[src/rtl/pll_clock_defs.svh]
`ifndef PLL_CLOCK_DEFS_SVH
`define PLL_CLOCK_DEFS_SVH

// =====================================================
// register word indices on the plain port
`define REG_PRESCALE 4'h0
`define REG_MULT 4'h1
`define REG_GLB0 4'h2
`define REG_GLB1 4'h3
`define REG_EXT 4'h4
`define REG_FBCFG 4'h5
`define REG_STATUS 4'h6

// =====================================================
// post-scale register fields
`define PS_HIGH 5:0
`define PS_LOW 13:8
`define PS_INIT 21:16
`define PS_TAP 26:24

// =====================================================
// feedback configuration fields
`define FB_MODE 1:0
`define FB_TAP 6:4
`define FB_SEL 8
`define FB_EXT_EN 12
`define FB_EXT_DIFF 13

// =====================================================
// legal ranges and reset values
`define DIV_MIN 6'h01
`define DIV_MAX 6'h20
`define MULT_MIN 6'h02
`define N_RST 6'h01
`define M_RST 6'h08
`define HL_RST 6'h04
`define INIT_RST 6'h00
`define TAP_RST 3'h0

// =====================================================
// loop model constants
`define TAP_STEP 3'h1
`define COMP_EXT_TAPS 3'h2
`define COMP_GLB_TAPS 3'h1
`define LOCK_CNT 4'h4
`define GOOD_MAX 4'hf

`endif

[src/rtl/pll_clock_pkg.sv]
package pll_clock_pkg;

  typedef enum logic [1:0] {FB_NORMAL, FB_ZERO_DELAY, FB_NO_COMP} fb_mode_t;

  typedef enum logic [1:0] {ACQ_OFF, ACQ_WAIT_REF, ACQ_RUN} acq_state_t;

endpackage

[src/rtl/pll_clock_synthesis_control.sv]
`timescale 1ns/1ns
`include "pll_clock_defs.svh"

// Function
// [RULE1] vco runs at reference times m over n
// [RULE2] every output has its own post-scale counter off the vco
// [RULE3] software picks a common vco rate; each divider derives its output
// [RULE4] one prescale divider n, legal 1 to 32
// [RULE5] one feedback multiplier m, legal 2 to 32
// [RULE6] two global and one external post-scale divider, each 1 to 32
// [RULE7] one external output, differential or single; unused pins become general io
// [RULE8] zero-delay mode aligns external output with reference
// [RULE9] normal mode compensates one chosen internal output
// [RULE10] no-compensation mode applies no delay compensation
// [RULE11] finest phase step is one eighth of the vco period
// [RULE12] each counter picks one of eight taps plus initial count
// [RULE13] feedback tap shifts every output by the same phase
// [RULE14] lock shows stable in-phase outputs; may toggle while acquiring
// [RULE15] user logic should filter lock before using it as control
// [RULE16] each post-scale counter has separate high and low counts
// [RULE17] run enable low holds outputs at zero and drops lock
// [RULE18] run enable high again relocks and resynchronizes
// [RULE19] counter reset high clears counters, outputs and lock
// [RULE20] counter reset released resynchronizes while reacquiring lock
// [RULE21] detector gated off: vco holds setting and keeps running
// [RULE22] user logic drives detector gate from own or gated lock signal
// [RULE23] every output shiftable in 45 degree steps, one vco eighth
// [RULE24] count high and low in vco cycles; lock low while held

module pll_clock_synthesis_control (
  // clock and reset
  input wire logic ref_clk_i,
  input wire logic resetn_i,
  // register port
  input wire logic [3:0] addr_i,
  input wire logic [31:0] wdata_i,
  input wire logic wr_i,
  input wire logic rd_i,
  output logic [31:0] rdata_o,
  // loop controls
  input wire logic ref_in_i,
  input wire logic run_enable_i,
  input wire logic counter_reset_i,
  input wire logic phase_frequency_detector_enable_i,
  output logic lock_o,
  output pll_clock_pkg::acq_state_t acq_state_o,
  // clock outputs
  output logic global_post_divider_first_o,
  output logic global_post_divider_second_o,
  // external clock pins
  output logic external_clock_output_p_o,
  output logic external_clock_output_p_oe_o,
  output logic external_clock_output_n_o,
  output logic external_clock_output_n_oe_o,
  input wire logic gpio_p_i,
  input wire logic gpio_p_oe_i,
  input wire logic gpio_n_i,
  input wire logic gpio_n_oe_i
);

  import pll_clock_pkg::*;

  // =====================================================
  // reset release
  logic [1:0] rst_sync_q;
  logic rst_n;

  always_ff @(posedge ref_clk_i or negedge resetn_i) begin
    if (!resetn_i) begin
      rst_sync_q <= 2'h0;
    end else begin
      rst_sync_q <= {rst_sync_q[0], 1'b1};
    end
  end

  assign rst_n = rst_sync_q[1];

  // =====================================================
  // configuration registers; index 0, 1 are globals, 2 external
  logic [5:0] n_q;
  logic [5:0] m_q;
  logic [5:0] hi_q [3];
  logic [5:0] lo_q [3];
  logic [5:0] init_q [3];
  logic [2:0] tap_sel_q [3];
  fb_mode_t fb_mode_q;
  logic [2:0] fb_tap_q;
  logic comp_sel_q;
  logic ext_en_q;
  logic ext_diff_q;
  logic post_hit;
  logic [1:0] post_idx;
  logic hl_ok;

  always_comb begin
    post_hit = 1'b1;
    post_idx = 2'h0;
    case (addr_i)
      `REG_GLB0: post_idx = 2'h0;
      `REG_GLB1: post_idx = 2'h1;
      `REG_EXT: post_idx = 2'h2;
      default: post_hit = 1'b0;
    endcase
  end

  assign hl_ok = wdata_i[`PS_HIGH] >= `DIV_MIN && wdata_i[`PS_HIGH] <= `DIV_MAX &&
                 wdata_i[`PS_LOW] >= `DIV_MIN && wdata_i[`PS_LOW] <= `DIV_MAX &&
                 wdata_i[`PS_INIT] <= `DIV_MAX;

  // out-of-range divider writes are dropped so the loop never sees 0
  always_ff @(posedge ref_clk_i or negedge rst_n) begin
    if (!rst_n) begin
      n_q <= `N_RST;
      m_q <= `M_RST;
      for (int i = 0; i < 3; i++) begin
        hi_q[i] <= `HL_RST;
        lo_q[i] <= `HL_RST;
        init_q[i] <= `INIT_RST;
        tap_sel_q[i] <= `TAP_RST;
      end
      fb_mode_q <= FB_NORMAL;
      fb_tap_q <= `TAP_RST;
      comp_sel_q <= 1'b0;
      ext_en_q <= 1'b0;
      ext_diff_q <= 1'b0;
    end else if (wr_i) begin
      if (addr_i == `REG_PRESCALE && wdata_i[5:0] >= `DIV_MIN &&
          wdata_i[5:0] <= `DIV_MAX) begin
        n_q <= wdata_i[5:0]; // RULE4
      end
      if (addr_i == `REG_MULT && wdata_i[5:0] >= `MULT_MIN &&
          wdata_i[5:0] <= `DIV_MAX) begin
        m_q <= wdata_i[5:0]; // RULE5
      end
      if (post_hit && hl_ok) begin
        hi_q[post_idx] <= wdata_i[`PS_HIGH]; // RULE6 RULE16
        lo_q[post_idx] <= wdata_i[`PS_LOW];
        init_q[post_idx] <= wdata_i[`PS_INIT];
        tap_sel_q[post_idx] <= wdata_i[`PS_TAP];
      end
      if (addr_i == `REG_FBCFG) begin
        fb_mode_q <= fb_mode_t'(wdata_i[`FB_MODE]);
        fb_tap_q <= wdata_i[`FB_TAP];
        comp_sel_q <= wdata_i[`FB_SEL];
        ext_en_q <= wdata_i[`FB_EXT_EN];
        ext_diff_q <= wdata_i[`FB_EXT_DIFF];
      end
    end
  end

  // =====================================================
  // loop state
  acq_state_t st_q;
  logic hold;
  logic ref_q;
  logic ref_rise;
  logic [5:0] ncnt_q;
  logic det_tick;
  logic [2:0] tap_q;
  logic [5:0] mcnt_q;
  logic [2:0] aligned_tap;
  logic [2:0] fb_eff;
  logic fb_tick;
  logic fb_edge;
  logic mismatch;
  logic resync;
  logic [3:0] good_q;
  logic lock_q;
  logic [2:0] post_clk;

  assign hold = !run_enable_i || counter_reset_i; // RULE17 RULE19
  assign ref_rise = ref_in_i && !ref_q;
  assign det_tick = ref_rise && (ncnt_q == n_q - `DIV_MIN); // RULE1

  // the aligned output's own tap goes into the feedback path
  always_comb begin
    unique case (fb_mode_q)
      FB_ZERO_DELAY: aligned_tap = `COMP_EXT_TAPS + tap_sel_q[2]; // RULE8
      FB_NORMAL: aligned_tap = `COMP_GLB_TAPS + tap_sel_q[comp_sel_q]; // RULE9
      FB_NO_COMP: aligned_tap = 3'h0; // RULE10
      default: aligned_tap = 3'h0;
    endcase
  end

  assign fb_eff = fb_tap_q + aligned_tap; // RULE13
  assign fb_tick = st_q == ACQ_RUN && tap_q == fb_eff;
  assign fb_edge = fb_tick && mcnt_q == 6'h00;
  assign mismatch = st_q == ACQ_RUN && det_tick && !fb_edge;
  // with the detector gated the vco free-runs in ACQ_RUN: no phase correction; the first det_tick in ACQ_WAIT_REF still resyncs
  assign resync = (st_q == ACQ_WAIT_REF && det_tick) ||
                  (mismatch && phase_frequency_detector_enable_i); // RULE21 RULE22

  always_ff @(posedge ref_clk_i or negedge rst_n) begin
    if (!rst_n) begin
      st_q <= ACQ_OFF;
    end else if (hold) begin
      st_q <= ACQ_OFF; // RULE17 RULE19
    end else begin
      unique case (st_q)
        ACQ_OFF: st_q <= ACQ_WAIT_REF; // RULE18 RULE20
        ACQ_WAIT_REF: if (det_tick) st_q <= ACQ_RUN;
        ACQ_RUN: st_q <= ACQ_RUN;
      endcase
    end
  end

  // prescaler counts reference rising edges
  always_ff @(posedge ref_clk_i or negedge rst_n) begin
    if (!rst_n) begin
      ref_q <= 1'b0;
      ncnt_q <= 6'h00;
    end else begin
      ref_q <= ref_in_i;
      if (hold) begin
        ncnt_q <= 6'h00;
      end else if (ref_rise) begin
        ncnt_q <= det_tick ? 6'h00 : ncnt_q + 6'h01; // RULE1
      end
    end
  end

  // one clock per tap: the vco period is eight clocks
  always_ff @(posedge ref_clk_i or negedge rst_n) begin
    if (!rst_n) begin
      tap_q <= 3'h0;
    end else if (hold) begin
      tap_q <= 3'h0;
    end else if (resync) begin
      tap_q <= fb_eff + `TAP_STEP;
    end else if (st_q == ACQ_RUN) begin
      tap_q <= tap_q + `TAP_STEP; // RULE11 RULE23
    end
  end

  // feedback multiplier counts vco cycles on the feedback tap
  always_ff @(posedge ref_clk_i or negedge rst_n) begin
    if (!rst_n) begin
      mcnt_q <= 6'h00;
    end else if (hold) begin
      mcnt_q <= 6'h00;
    end else if (resync) begin
      mcnt_q <= 6'h01;
    end else if (fb_tick) begin
      mcnt_q <= (mcnt_q == m_q - `DIV_MIN) ? 6'h00 : mcnt_q + 6'h01; // RULE1 RULE5
    end
  end

  // lock may toggle while acquiring; filtering is left to user logic
  always_ff @(posedge ref_clk_i or negedge rst_n) begin
    if (!rst_n) begin
      good_q <= 4'h0;
      lock_q <= 1'b0;
    end else if (hold) begin
      good_q <= 4'h0;
      lock_q <= 1'b0; // RULE17 RULE19 RULE24
    end else begin
      if (mismatch) begin
        good_q <= 4'h0;
      end else if (det_tick && fb_edge && good_q != `GOOD_MAX) begin
        good_q <= good_q + 4'h1;
      end
      lock_q <= st_q == ACQ_RUN && good_q >= `LOCK_CNT; // RULE14
    end
  end

  // =====================================================
  // post-scale counters, each on its own tap
  for (genvar g = 0; g < 3; g++) begin : g_post
    post_scale_counter u_post (
      .clk_i(ref_clk_i),
      .rst_n_i(rst_n),
      .run_i(!hold && st_q == ACQ_RUN), // RULE17
      .sync_i(resync), // RULE18 RULE20
      .tick_i(!resync && st_q == ACQ_RUN && tap_q == tap_sel_q[g]), // RULE2 RULE12
      .high_i(hi_q[g]), // RULE16 RULE24
      .low_i(lo_q[g]),
      .init_i(init_q[g]),
      .clk_o(post_clk[g])
    );
  end

  // vco rate is common; each divider derives its own output from it
  assign global_post_divider_first_o = post_clk[0]; // RULE3
  assign global_post_divider_second_o = post_clk[1];
  assign lock_o = lock_q;
  assign acq_state_o = st_q;

  // =====================================================
  // external pins fall back to general io when unused
  always_comb begin
    external_clock_output_p_o = gpio_p_i;
    external_clock_output_p_oe_o = gpio_p_oe_i;
    external_clock_output_n_o = gpio_n_i;
    external_clock_output_n_oe_o = gpio_n_oe_i;
    if (ext_en_q) begin
      external_clock_output_p_o = post_clk[2]; // RULE7
      external_clock_output_p_oe_o = 1'b1;
      if (ext_diff_q) begin
        // complement only while running so a held output reads zero
        external_clock_output_n_o = !post_clk[2] && st_q == ACQ_RUN;
        external_clock_output_n_oe_o = 1'b1;
      end
    end
  end

  // =====================================================
  // register read-back, valid only in the cycle after the strobe
  logic [31:0] rd_word;

  always_comb begin
    rd_word = 32'h0000_0000;
    if (post_hit) begin
      rd_word = {5'h00, tap_sel_q[post_idx], 2'h0, init_q[post_idx], 2'h0,
                 lo_q[post_idx], 2'h0, hi_q[post_idx]};
    end
    case (addr_i)
      `REG_PRESCALE: rd_word = {26'h0, n_q};
      `REG_MULT: rd_word = {26'h0, m_q};
      `REG_FBCFG: rd_word = {18'h0, ext_diff_q, ext_en_q, 3'h0, comp_sel_q, 1'b0,
                             fb_tap_q, 2'h0, fb_mode_q};
      `REG_STATUS: rd_word = {24'h0, good_q, lock_q, 1'b0, st_q};
      default: ;
    endcase
  end

  always_ff @(posedge ref_clk_i or negedge rst_n) begin
    if (!rst_n) begin
      rdata_o <= 32'h0000_0000;
    end else begin
      rdata_o <= rd_i ? rd_word : 32'h0000_0000;
    end
  end

  // =====================================================
  // checks
  logic [8:0] gap_q;
  logic gap_ok_q;

  always_ff @(posedge ref_clk_i or negedge rst_n) begin
    if (!rst_n) begin
      gap_q <= 9'h000;
      gap_ok_q <= 1'b0;
    end else if (hold || wr_i) begin
      gap_q <= 9'h000;
      gap_ok_q <= 1'b0;
    end else if (resync || fb_edge) begin
      gap_q <= 9'h000;
      gap_ok_q <= st_q == ACQ_RUN || resync;
    end else begin
      gap_q <= gap_q + 9'h001;
    end
  end
endmodule

[src/rtl/post_scale_counter.sv]
`timescale 1ns/1ns
`include "pll_clock_defs.svh"

module post_scale_counter (
  // clock and reset
  input wire logic clk_i,
  input wire logic rst_n_i,
  // control
  input wire logic run_i,
  input wire logic sync_i,
  input wire logic tick_i,
  // settings
  input wire logic [5:0] high_i,
  input wire logic [5:0] low_i,
  input wire logic [5:0] init_i,
  // output
  output logic clk_o
);

  logic [5:0] cnt_q;
  logic started_q;

  // =====================================================
  // counting in vco cycles of the selected tap
  always_ff @(posedge clk_i or negedge rst_n_i) begin
    if (!rst_n_i) begin
      cnt_q <= 6'h00;
      started_q <= 1'b0;
      clk_o <= 1'b0;
    end else if (!run_i || sync_i) begin
      // initial count delays the first high phase
      cnt_q <= init_i;
      started_q <= 1'b0;
      clk_o <= 1'b0;
    end else if (tick_i) begin
      if (!started_q) begin
        if (cnt_q == 6'h00) begin
          started_q <= 1'b1;
          clk_o <= 1'b1;
          cnt_q <= high_i - `DIV_MIN;
        end else begin
          cnt_q <= cnt_q - 6'h01;
        end
      end else if (cnt_q == 6'h00) begin
        clk_o <= !clk_o;
        cnt_q <= (clk_o ? low_i : high_i) - `DIV_MIN;
      end else begin
        cnt_q <= cnt_q - 6'h01;
      end
    end
  end

endmodule

[config.mk]
export PLATFORM = sky130hd
export DESIGN_NAME = pll_clock_synthesis_control
export DESIGN_NICKNAME = d
export VERILOG_FILES = /design/src/rtl/pll_clock_pkg.sv /design/src/rtl/pll_clock_synthesis_control.sv /design/src/rtl/post_scale_counter.sv
export VERILOG_INCLUDE_DIRS = /design/src /design/src/rtl
export SDC_FILE = /design/constraint.sdc
export NUM_CORES = 1
export LEC_CHECK = 0
export ABC_AREA = 1
export BUFFER_PORTS_ARGS = -buffer_cell sky130_fd_sc_hd__buf_4
export CAP_MARGIN = 20
export CORE_UTILIZATION = 55
export CTS_BUF_LIST = sky130_fd_sc_hd__clkbuf_16
export CTS_CLUSTER_DIAMETER = 150
export DETAILED_ROUTE_END_ITERATION = 6
export PLACE_DENSITY = 0.75
export SLEW_MARGIN = 20
export SYNTH_ARGS = -nofsm -noshare
export SYNTH_HDL_FRONTEND = slang
export SYNTH_HIERARCHICAL = 1
export SYNTH_SLANG_ARGS = --single-unit
[constraint.sdc]
create_clock -name ref_clk_i -period 6 [get_ports ref_clk_i]
set_clock_uncertainty 0.15 [all_clocks]
set_input_delay 1.2 -clock ref_clk_i [delete_from_list [all_inputs] [get_ports ref_clk_i]]
set_output_delay 1.2 -clock ref_clk_i [all_outputs]
set_load 0.02 [all_outputs]
==> metrics.txt, run 1 <==
CP max-delay cell nor4_2; Yosys reg bits between 150 and 200; post-route insts no fill 1566; design area between 10000 and 15000 um2; IO Count 89; Synth cell types 60; pre-CTS WS about 1.9 ns; max-cap violations 0; Crit Path Category reg2reg; share of layout cells above drive strength 1 0.137; initial antenna violation count 0; HPWL after detailed placement about 19 mm; 1st-iter DRT viols 741; CTS Root Cell clkbuf_16; Avg WL per Cell 15.8 um; Cell Area, Placed between 10000 and 15000 um2; Seq/Total Area, Yosys 0.412; remaining antenna violation count 0; Post-synth top cells 353 x nand2_1, 171 x inv_1, 147 x dfrtp_1; Worst-Margin Slew 0.965 ns; Sw Ratio 0.338; pwr/cell area approximately 270 nW/um2; first-pass GRT wire length about 40 mm; Initial DRT Pass Iterations 6; # resized after CTS 0; Critical Path RT approximately 6 ns; GPL Wtd Cong just over 0.9; cell accounting for the most synthesized area dfrtp_1; Clk Latency, worst-skew pair around 0.43 ns; clk slew on worst S/H paths approximately 0.070 ns; setup violators final 0; Worst path most repeated cell nand2_1; count leader, synth nand2_1; PortBufs 69; Post-synth ARST share 1.00; # DRC 0; sequential fraction of design power 0.424; DIE HEIGHT between 100 and 150 um; crit path from comp_sel_q; CP top delay family simple AND/OR/NAND/NOR gates; RR Startpoint comp_sel_q; Rows 47; power share of the clock group 0.364; gr ovfl total 0; P_sw ~0.98 mW; vias per inst ~5.5; synth top area cells dfrtp_1 39%, nand2_1 14%, inv_1 6.8%; CTS buffer count 17; setup slack after layout 1.78 ns; cell internal pwr around 1.9 mW; Setup Fix Bufs, Post-CTS 0; vias in the first global route about 8000; Tmin final around 4.2 ns; number of synthesized flops with an enable pin 0; # placed instances approximately 1500; crit start category register; Syn Inst Count ~1300; clock buffer depth 2; post-layout util 0.641; die area between 15000 and 20000 um2; final wirelength 24.8 mm; Leak between 5 and 6 nW; Max Clk Rate 237 MHz; RSZ-0062 raised after global routing no; Vias around 8600; Synth top area share 0.389; Mean Syn Cell Area 7.46 um2; yosys warns 6; Logic pwr share 0.212; Power, Total slightly below 3 mW; CP peak stage delay ~0.54 ns; # diodes 0; P&R area growth vs syn 13.2%; mapped cell area approximately 9400 um2; depth of the CTS H-tree 4; CP Cell Sequence inv_2, nand2_1, nand2_1, ha_1, nand2_1, o21ai_0, inv_1, fa_1, xnor2_1, inv_1, nand2_4, nand2_4, nand2_4, nand4_4, nand3_2, nand2_2, inv_4, nand2_1, nor4_2, inv_1, nand2_1, inv_1, a22oi_1, nand2_1; largest net degree at the start of global routing between 80 and 90; HP Class reg2async; chip width roughly 130 um; maximum VDD drop roughly 0.0002 V; relative slew slack 0.357; status finished clean; dominant synthesized flop cell dfrtp_1; max-slew violation count 0; crit-path max FO 7; hold buffers post-CTS 0; Sum Neg Setup Slack 0 ns; core area 16700 um2; arrival time at the worst endpoint between 4 and 5 ns; Min Hold Slack about 0.14 ns; final hold vios 0; Final period util 0.703; overall routing resource usage 0.292; Starting Density 0.566; clk sinks between 150 and 200; CP endpoint kind register; WP buf/inv 6; TritonCTS clock tree yes; final layout net count roughly 1400
## flip-flops by register name, indices dropped and copies added, names as in the netlist, 3 cells and up
register,flops
m_q,6
g_post.u_post/cnt_q,18
lo_q,18
init_q,18
g_post.u_post/clk_o,3
fb_tap_q,3
ncnt_q,6
good_q,4
n_q,6
tap_q,3
mcnt_q,6
tap_sel_q,9
rdata_o,23
hi_q,18
g_post.u_post/started_q,3
## worst paths after layout
path,to,slack (ns),cells past startpoint
worst max-delay path,g_post[1].u_post/cnt_q[3],1.78,24
worst min-delay path,tap_sel_q[0],0.14,0
worst max register to register,g_post[1].u_post/cnt_q[3],1.78,24
worst min register to register,tap_sel_q[0],0.14,0
max in group asynchronous,g_post[1].u_post/cnt_q[3],3.95,2
min in group ref_clk_i,rst_sync_q[1],0.21,0
## cells in the final DEF, fill, tap and decap left out, types with 15 or more instances in the layout
| cell | netlist | layout |
|---|---|---|
| clkbuf_16 | 0 | 17 |
| ha_1 | 23 | 23 |
| buf_4 | 10 | 76 |
| o22ai_1 | 15 | 15 |
| xor2_1 | 31 | 31 |
| nand2_1 | 353 | 353 |
| a21oi_1 | 31 | 31 |
| nor2_1 | 98 | 98 |
| nand4_1 | 15 | 15 |
| nand3_1 | 68 | 68 |
| dfrtp_1 | 147 | 146 |
| o21ai_0 | 125 | 125 |
| inv_1 | 171 | 171 |
## final cells by class
cell class / count / area, um2
Fill cell: 1484 / 6000
Clock buffer: 17 / 425
Timing Repair Buffer: 77 / 591
Multi-Input combinational cell: 899 / 4680
Inverter: 183 / 689
Sequential cell: 155 / 3890
Tap cell: 220 / 275
Clock inverter: 15 / 150
## metal layers
layer	track usage	share of wire	vias to the layer above
li1	-	-	4218
met1	0.385	0.43	4011
met2	0.471	0.48	314
met3	0.0552	0.059	50
met4	0.126	0.033	0
met5	0	0	-
## kinds of logic (layout without fill, tap and decap cells)
kind of cell,after synthesis,after routing,share of synthesized area
AO/OA/AOI/OAI,229,229,0.140
XOR/XNOR,38,38,0.0352
adder cells (fa/ha/maj),24,24,0.0326
buffers and inverters,220,292,0.0967
flip-flops,155,155,0.412
multiplexers,1,1,0.00119
other,2,10,0.000795
AND/OR/NAND/NOR,597,597,0.282
## power groups by stage
stage	registers [mW]	logic, mW	clock network [mW]
floorplan	1.22	0.453	0
global placement	1.24	0.583	0
detailed placement	1.24	0.601	0
CTS	1.23	0.605	1.06
global route	1.23	0.697	1.11
finish	1.22	0.612	1.05
Power figures use the tool's default switching activity.
==> inputs of run 2 (changes only) <==
--- a/config.mk
+++ b/config.mk
@@ -6,7 +6,7 @@
 export SDC_FILE = /design/constraint.sdc
 export NUM_CORES = 1
 export LEC_CHECK = 0
-export ABC_AREA = 1
+export ABC_AREA = 0
 export BUFFER_PORTS_ARGS = -buffer_cell sky130_fd_sc_hd__buf_4
 export CAP_MARGIN = 20
 export CORE_UTILIZATION = 55
==> constraint.sdc (replaced) <==
create_clock -name ref_clk_i -period 4 [get_ports ref_clk_i]
set_clock_uncertainty 0.15 [all_clocks]
set_input_delay 0.8 -clock ref_clk_i [delete_from_list [all_inputs] [get_ports ref_clk_i]]
set_output_delay 0.8 -clock ref_clk_i [all_outputs]
set_load 0.02 [all_outputs]
==> run 2 against run 1 <==
Effect of this change: the flow now finishes with violations (setup timing); sequential cell count unchanged; register-to-register slack worse by 1.8 ns; utilization up 2.1 points; non-clock buffer count up 34; fmax up 3.9%; die area down 1.9%; count of clock-buffer cells in the layout unchanged; hold slack better by 0.055 ns; synthesized cell count down 29%; via count down 16%; sequential power up 53%; cell count down 22%; largest cell class unchanged.
==> metrics.txt, run 2 <==
status finished, violations left; failing checks setup timing; Yosys reg bits 155 (unchanged); overall routing resource usage 0.284 (-0.00836); CTS Root Cell clkbuf_16; initial antenna violation count 0 (unchanged); max reg flops 23 (unchanged); IO Count 89 (unchanged); gr ovfl total 0 (unchanged); Avg WL per Cell 19.5 um (+23%); Mean Syn Cell Area 10.4 um2 (+39%); Hold Path Depth 0; Largest Register rdata_o; cell accounting for the most synthesized area dfrtp_1; Critical Path RT 4.17 ns (-1.99 ns); final wirelength 23.6 mm (-4.7%); clk slew on worst S/H paths 0.06 ns (about the same); # placed instances 1175 (-23%); pwr/cell area 412 nW/um2 (+53%); first-pass GRT wire length 38.0 mm (-5.4%); crit start category register; largest net degree at the start of global routing 72 (-11%); pre-CTS WS -0.152 ns (-2.00 ns); clock buffer depth 2 (unchanged); Rows 47 (unchanged); Clk Latency, worst-skew pair 0.44 ns (about the same); clk sinks 155 (unchanged); design area 10900 um2 (+2.2%); 1st-iter DRT viols 690 (-6.9%); # DRC 0 (unchanged); Post-synth top cells 147 x dfrtp_1, 82 x mux2_2, 64 x nand2_1; Crit Path Category reg2reg; Synth top area share 0.397 (+0.00784); relative slew slack 0.355 (-0.00186); chip width 132 um (-0.97%); number of synthesized flops with an enable pin 0 (unchanged); most common cell after layout, fill and taps aside dfrtp_1; Starting Density 0.561 (-0.00524); setup slack after layout -0.0575 ns (-1.84 ns); final layout net count 1054 (-25%); GPL Wtd Cong 0.877 (-5.5%); Syn Inst Count 893 (-29%); max-cap violations 0 (unchanged); Seq. cell area 3890 um2 (unchanged); RSZ-0062 raised after global routing yes; Worst-Margin Slew 0.968 ns (+0.00278 ns); CTS buffer count 17 (unchanged); Tmin final 4.06 ns (-0.158 ns); Vias 7260 (-16%); PortBufs 69 (unchanged); HP Class reg2reg; max-slew violation count 0 (unchanged); Max Clk Rate 246 MHz (+3.9%); most frequent cells in the layout 146 x dfrtp_1, 106 x buf_4, 80 x mux2_2, 63 x nand2_1, 58 x nor2_1; Synth cell types 79 (+32%); # diodes 0 (unchanged); worst r2r path cells 17 (-29%); TritonCTS clock tree yes; share of layout cells above drive strength 1 0.299 (+0.162); Cell Area, Placed 10200 um2 (+0.54%); final hold vios 0 (unchanged); Final period util 1.01 (+0.312); HPWL after detailed placement 16.7 mm (-10%); vias in the first global route 6868 (-15%); post-route insts no fill 1215 (-22%); Post-synth ARST share 1.00 (unchanged); yosys warns 6 (unchanged); remaining antenna violation count 0 (unchanged); die area 17400 um2 (-1.9%); DIE HEIGHT 132 um (-0.97%); setup violators final 3 (+3); arrival time at the worst endpoint 4.22 ns (-0.15 ns); vias per inst 5.98 (+8.9%); Seq/Total Area, Yosys 0.420 (+0.00828); count leader, synth dfrtp_1; Sum Neg Setup Slack -0.103 ns (-0.103 ns); Leak 4.94 nW (-5.6%); Initial DRT Pass Iterations 5 (-1); synth top area cells dfrtp_1 40%, mux2_2 10%, mux2i_1 3.8%; mapped cell area 9260 um2 (-2.0%); maximum VDD drop 0.000313 V (+56%); core area 16500 um2 (-1.1%); CP endpoint kind register; Min Hold Slack 0.200 ns (+0.0554 ns); depth of the CTS H-tree 4 (unchanged); Multi-input gate area 5180 um2 (+11%); dominant synthesized flop cell dfrtp_1; P&R area growth vs syn 18.1%; Filler cells 1268 (-15%); crit-path max FO 5 (-2)
==> run 2: cell count changes after synthesis, sizes merged, moves of 47 or more <==
cell / change
inv: -151
mux2: +88
nand2: -300
nand3: -60
nor2: -47
o21ai: -105
==> run 2: layout make-up <==
class,instances,share of cell area
Multi-Input combinational cell,665,0.473
Timing Repair Buffer,111,0.0797
Clock inverter,15,0.0160
Inverter,32,0.0112
Tap cell,220,0.0252
Clock buffer,17,0.0389
Sequential cell,155,0.356
==> run 2: kinds of logic (layout without fill, tap and decap cells) <==
logic type               Yosys count  count (layout)  share of synthesized area
AO/OA/AOI/OAI                    163             163                      0.121
XOR/XNOR                          70              70                     0.0662
adder cells (fa/ha/maj)           24              24                     0.0332
buffers and inverters             81             175                     0.0405
flip-flops                       155             155                      0.420
multiplexers                     125             125                      0.148
other                              2              10                   0.000811
AND/OR/NAND/NOR                  273             273                      0.171
==> run 2: report_power, final <==
group | total, mW | leakage (nW) | switching (mW) | internal [mW]
registers | 1.87 | 2.07 | 0.179 | 1.70
clock network | 1.65 | 0.298 | 0.669 | 0.981
logic | 0.978 | 2.57 | 0.514 | 0.465
==> run 2: per-layer routing <==
layer / part of all wire / wire length [um] / GRT usage / up-vias
li1: - / - / - / 3344
met3: 0.052 / 1230 / 0.0473 / 44
met4: 0.029 / 697 / 0.118 / 0
met2: 0.46 / 10800 / 0.423 / 246
met5: 0 / 0 / 0 / -
met1: 0.46 / 10900 / 0.411 / 3626
==> run 2: timing repair <==
item / in CTS / in global routing
hold buffers: 1 / 0
setup endpoints to repair: 4 / 15
buffers inserted: 4 / 3
resized for setup: 2 / 22
endpoints found under the hold margin: 2 / 0
pin swaps: 6 / 11
==> run 2: worst paths after layout <==
path / start / endpoint / slack, ns
min in group asynchronous: rst_sync_q[1] / hi_q[10] / 0.34
max reg2reg: comp_sel_q / g_post[1].u_post/cnt_q[4] / -0.06
max in group asynchronous: rst_sync_q[1] / lo_q[8] / 2.36
max: comp_sel_q / g_post[1].u_post/cnt_q[4] / -0.06
min: rst_sync_q[0] / rst_sync_q[1] / 0.20
min reg2reg: rst_sync_q[0] / rst_sync_q[1] / 0.20
==> run 2: worst max-delay path, cell delays in order (launching register included) <==
cell and delay [ns]:
dfrtp_1 0.41, mux2_4 0.34, ha_4 0.27, inv_2 0.02, mux2i_1 0.11, nand2b_1 0.09, fa_2 0.37, xnor2_2 0.17
xnor2_2 0.16, and3_4 0.22, nor4b_4 0.31, o21bai_2 0.11, nand2_2 0.16, and3_4 0.24, nand3b_1 0.14, or3_1 0.39
a221oi_2 0.20, o31ai_2 0.09
==> run 2: metrics by stage <==
stage | util | total power [mW]
2_1_floorplan | - | 2.54
3_3_place_gp | 0.615 | 2.80
3_5_place_dp | 0.615 | 2.82
4_1_cts | 0.654 | 4.49
5_1_grt | 0.662 | 4.70
6_report | 0.662 | 4.50
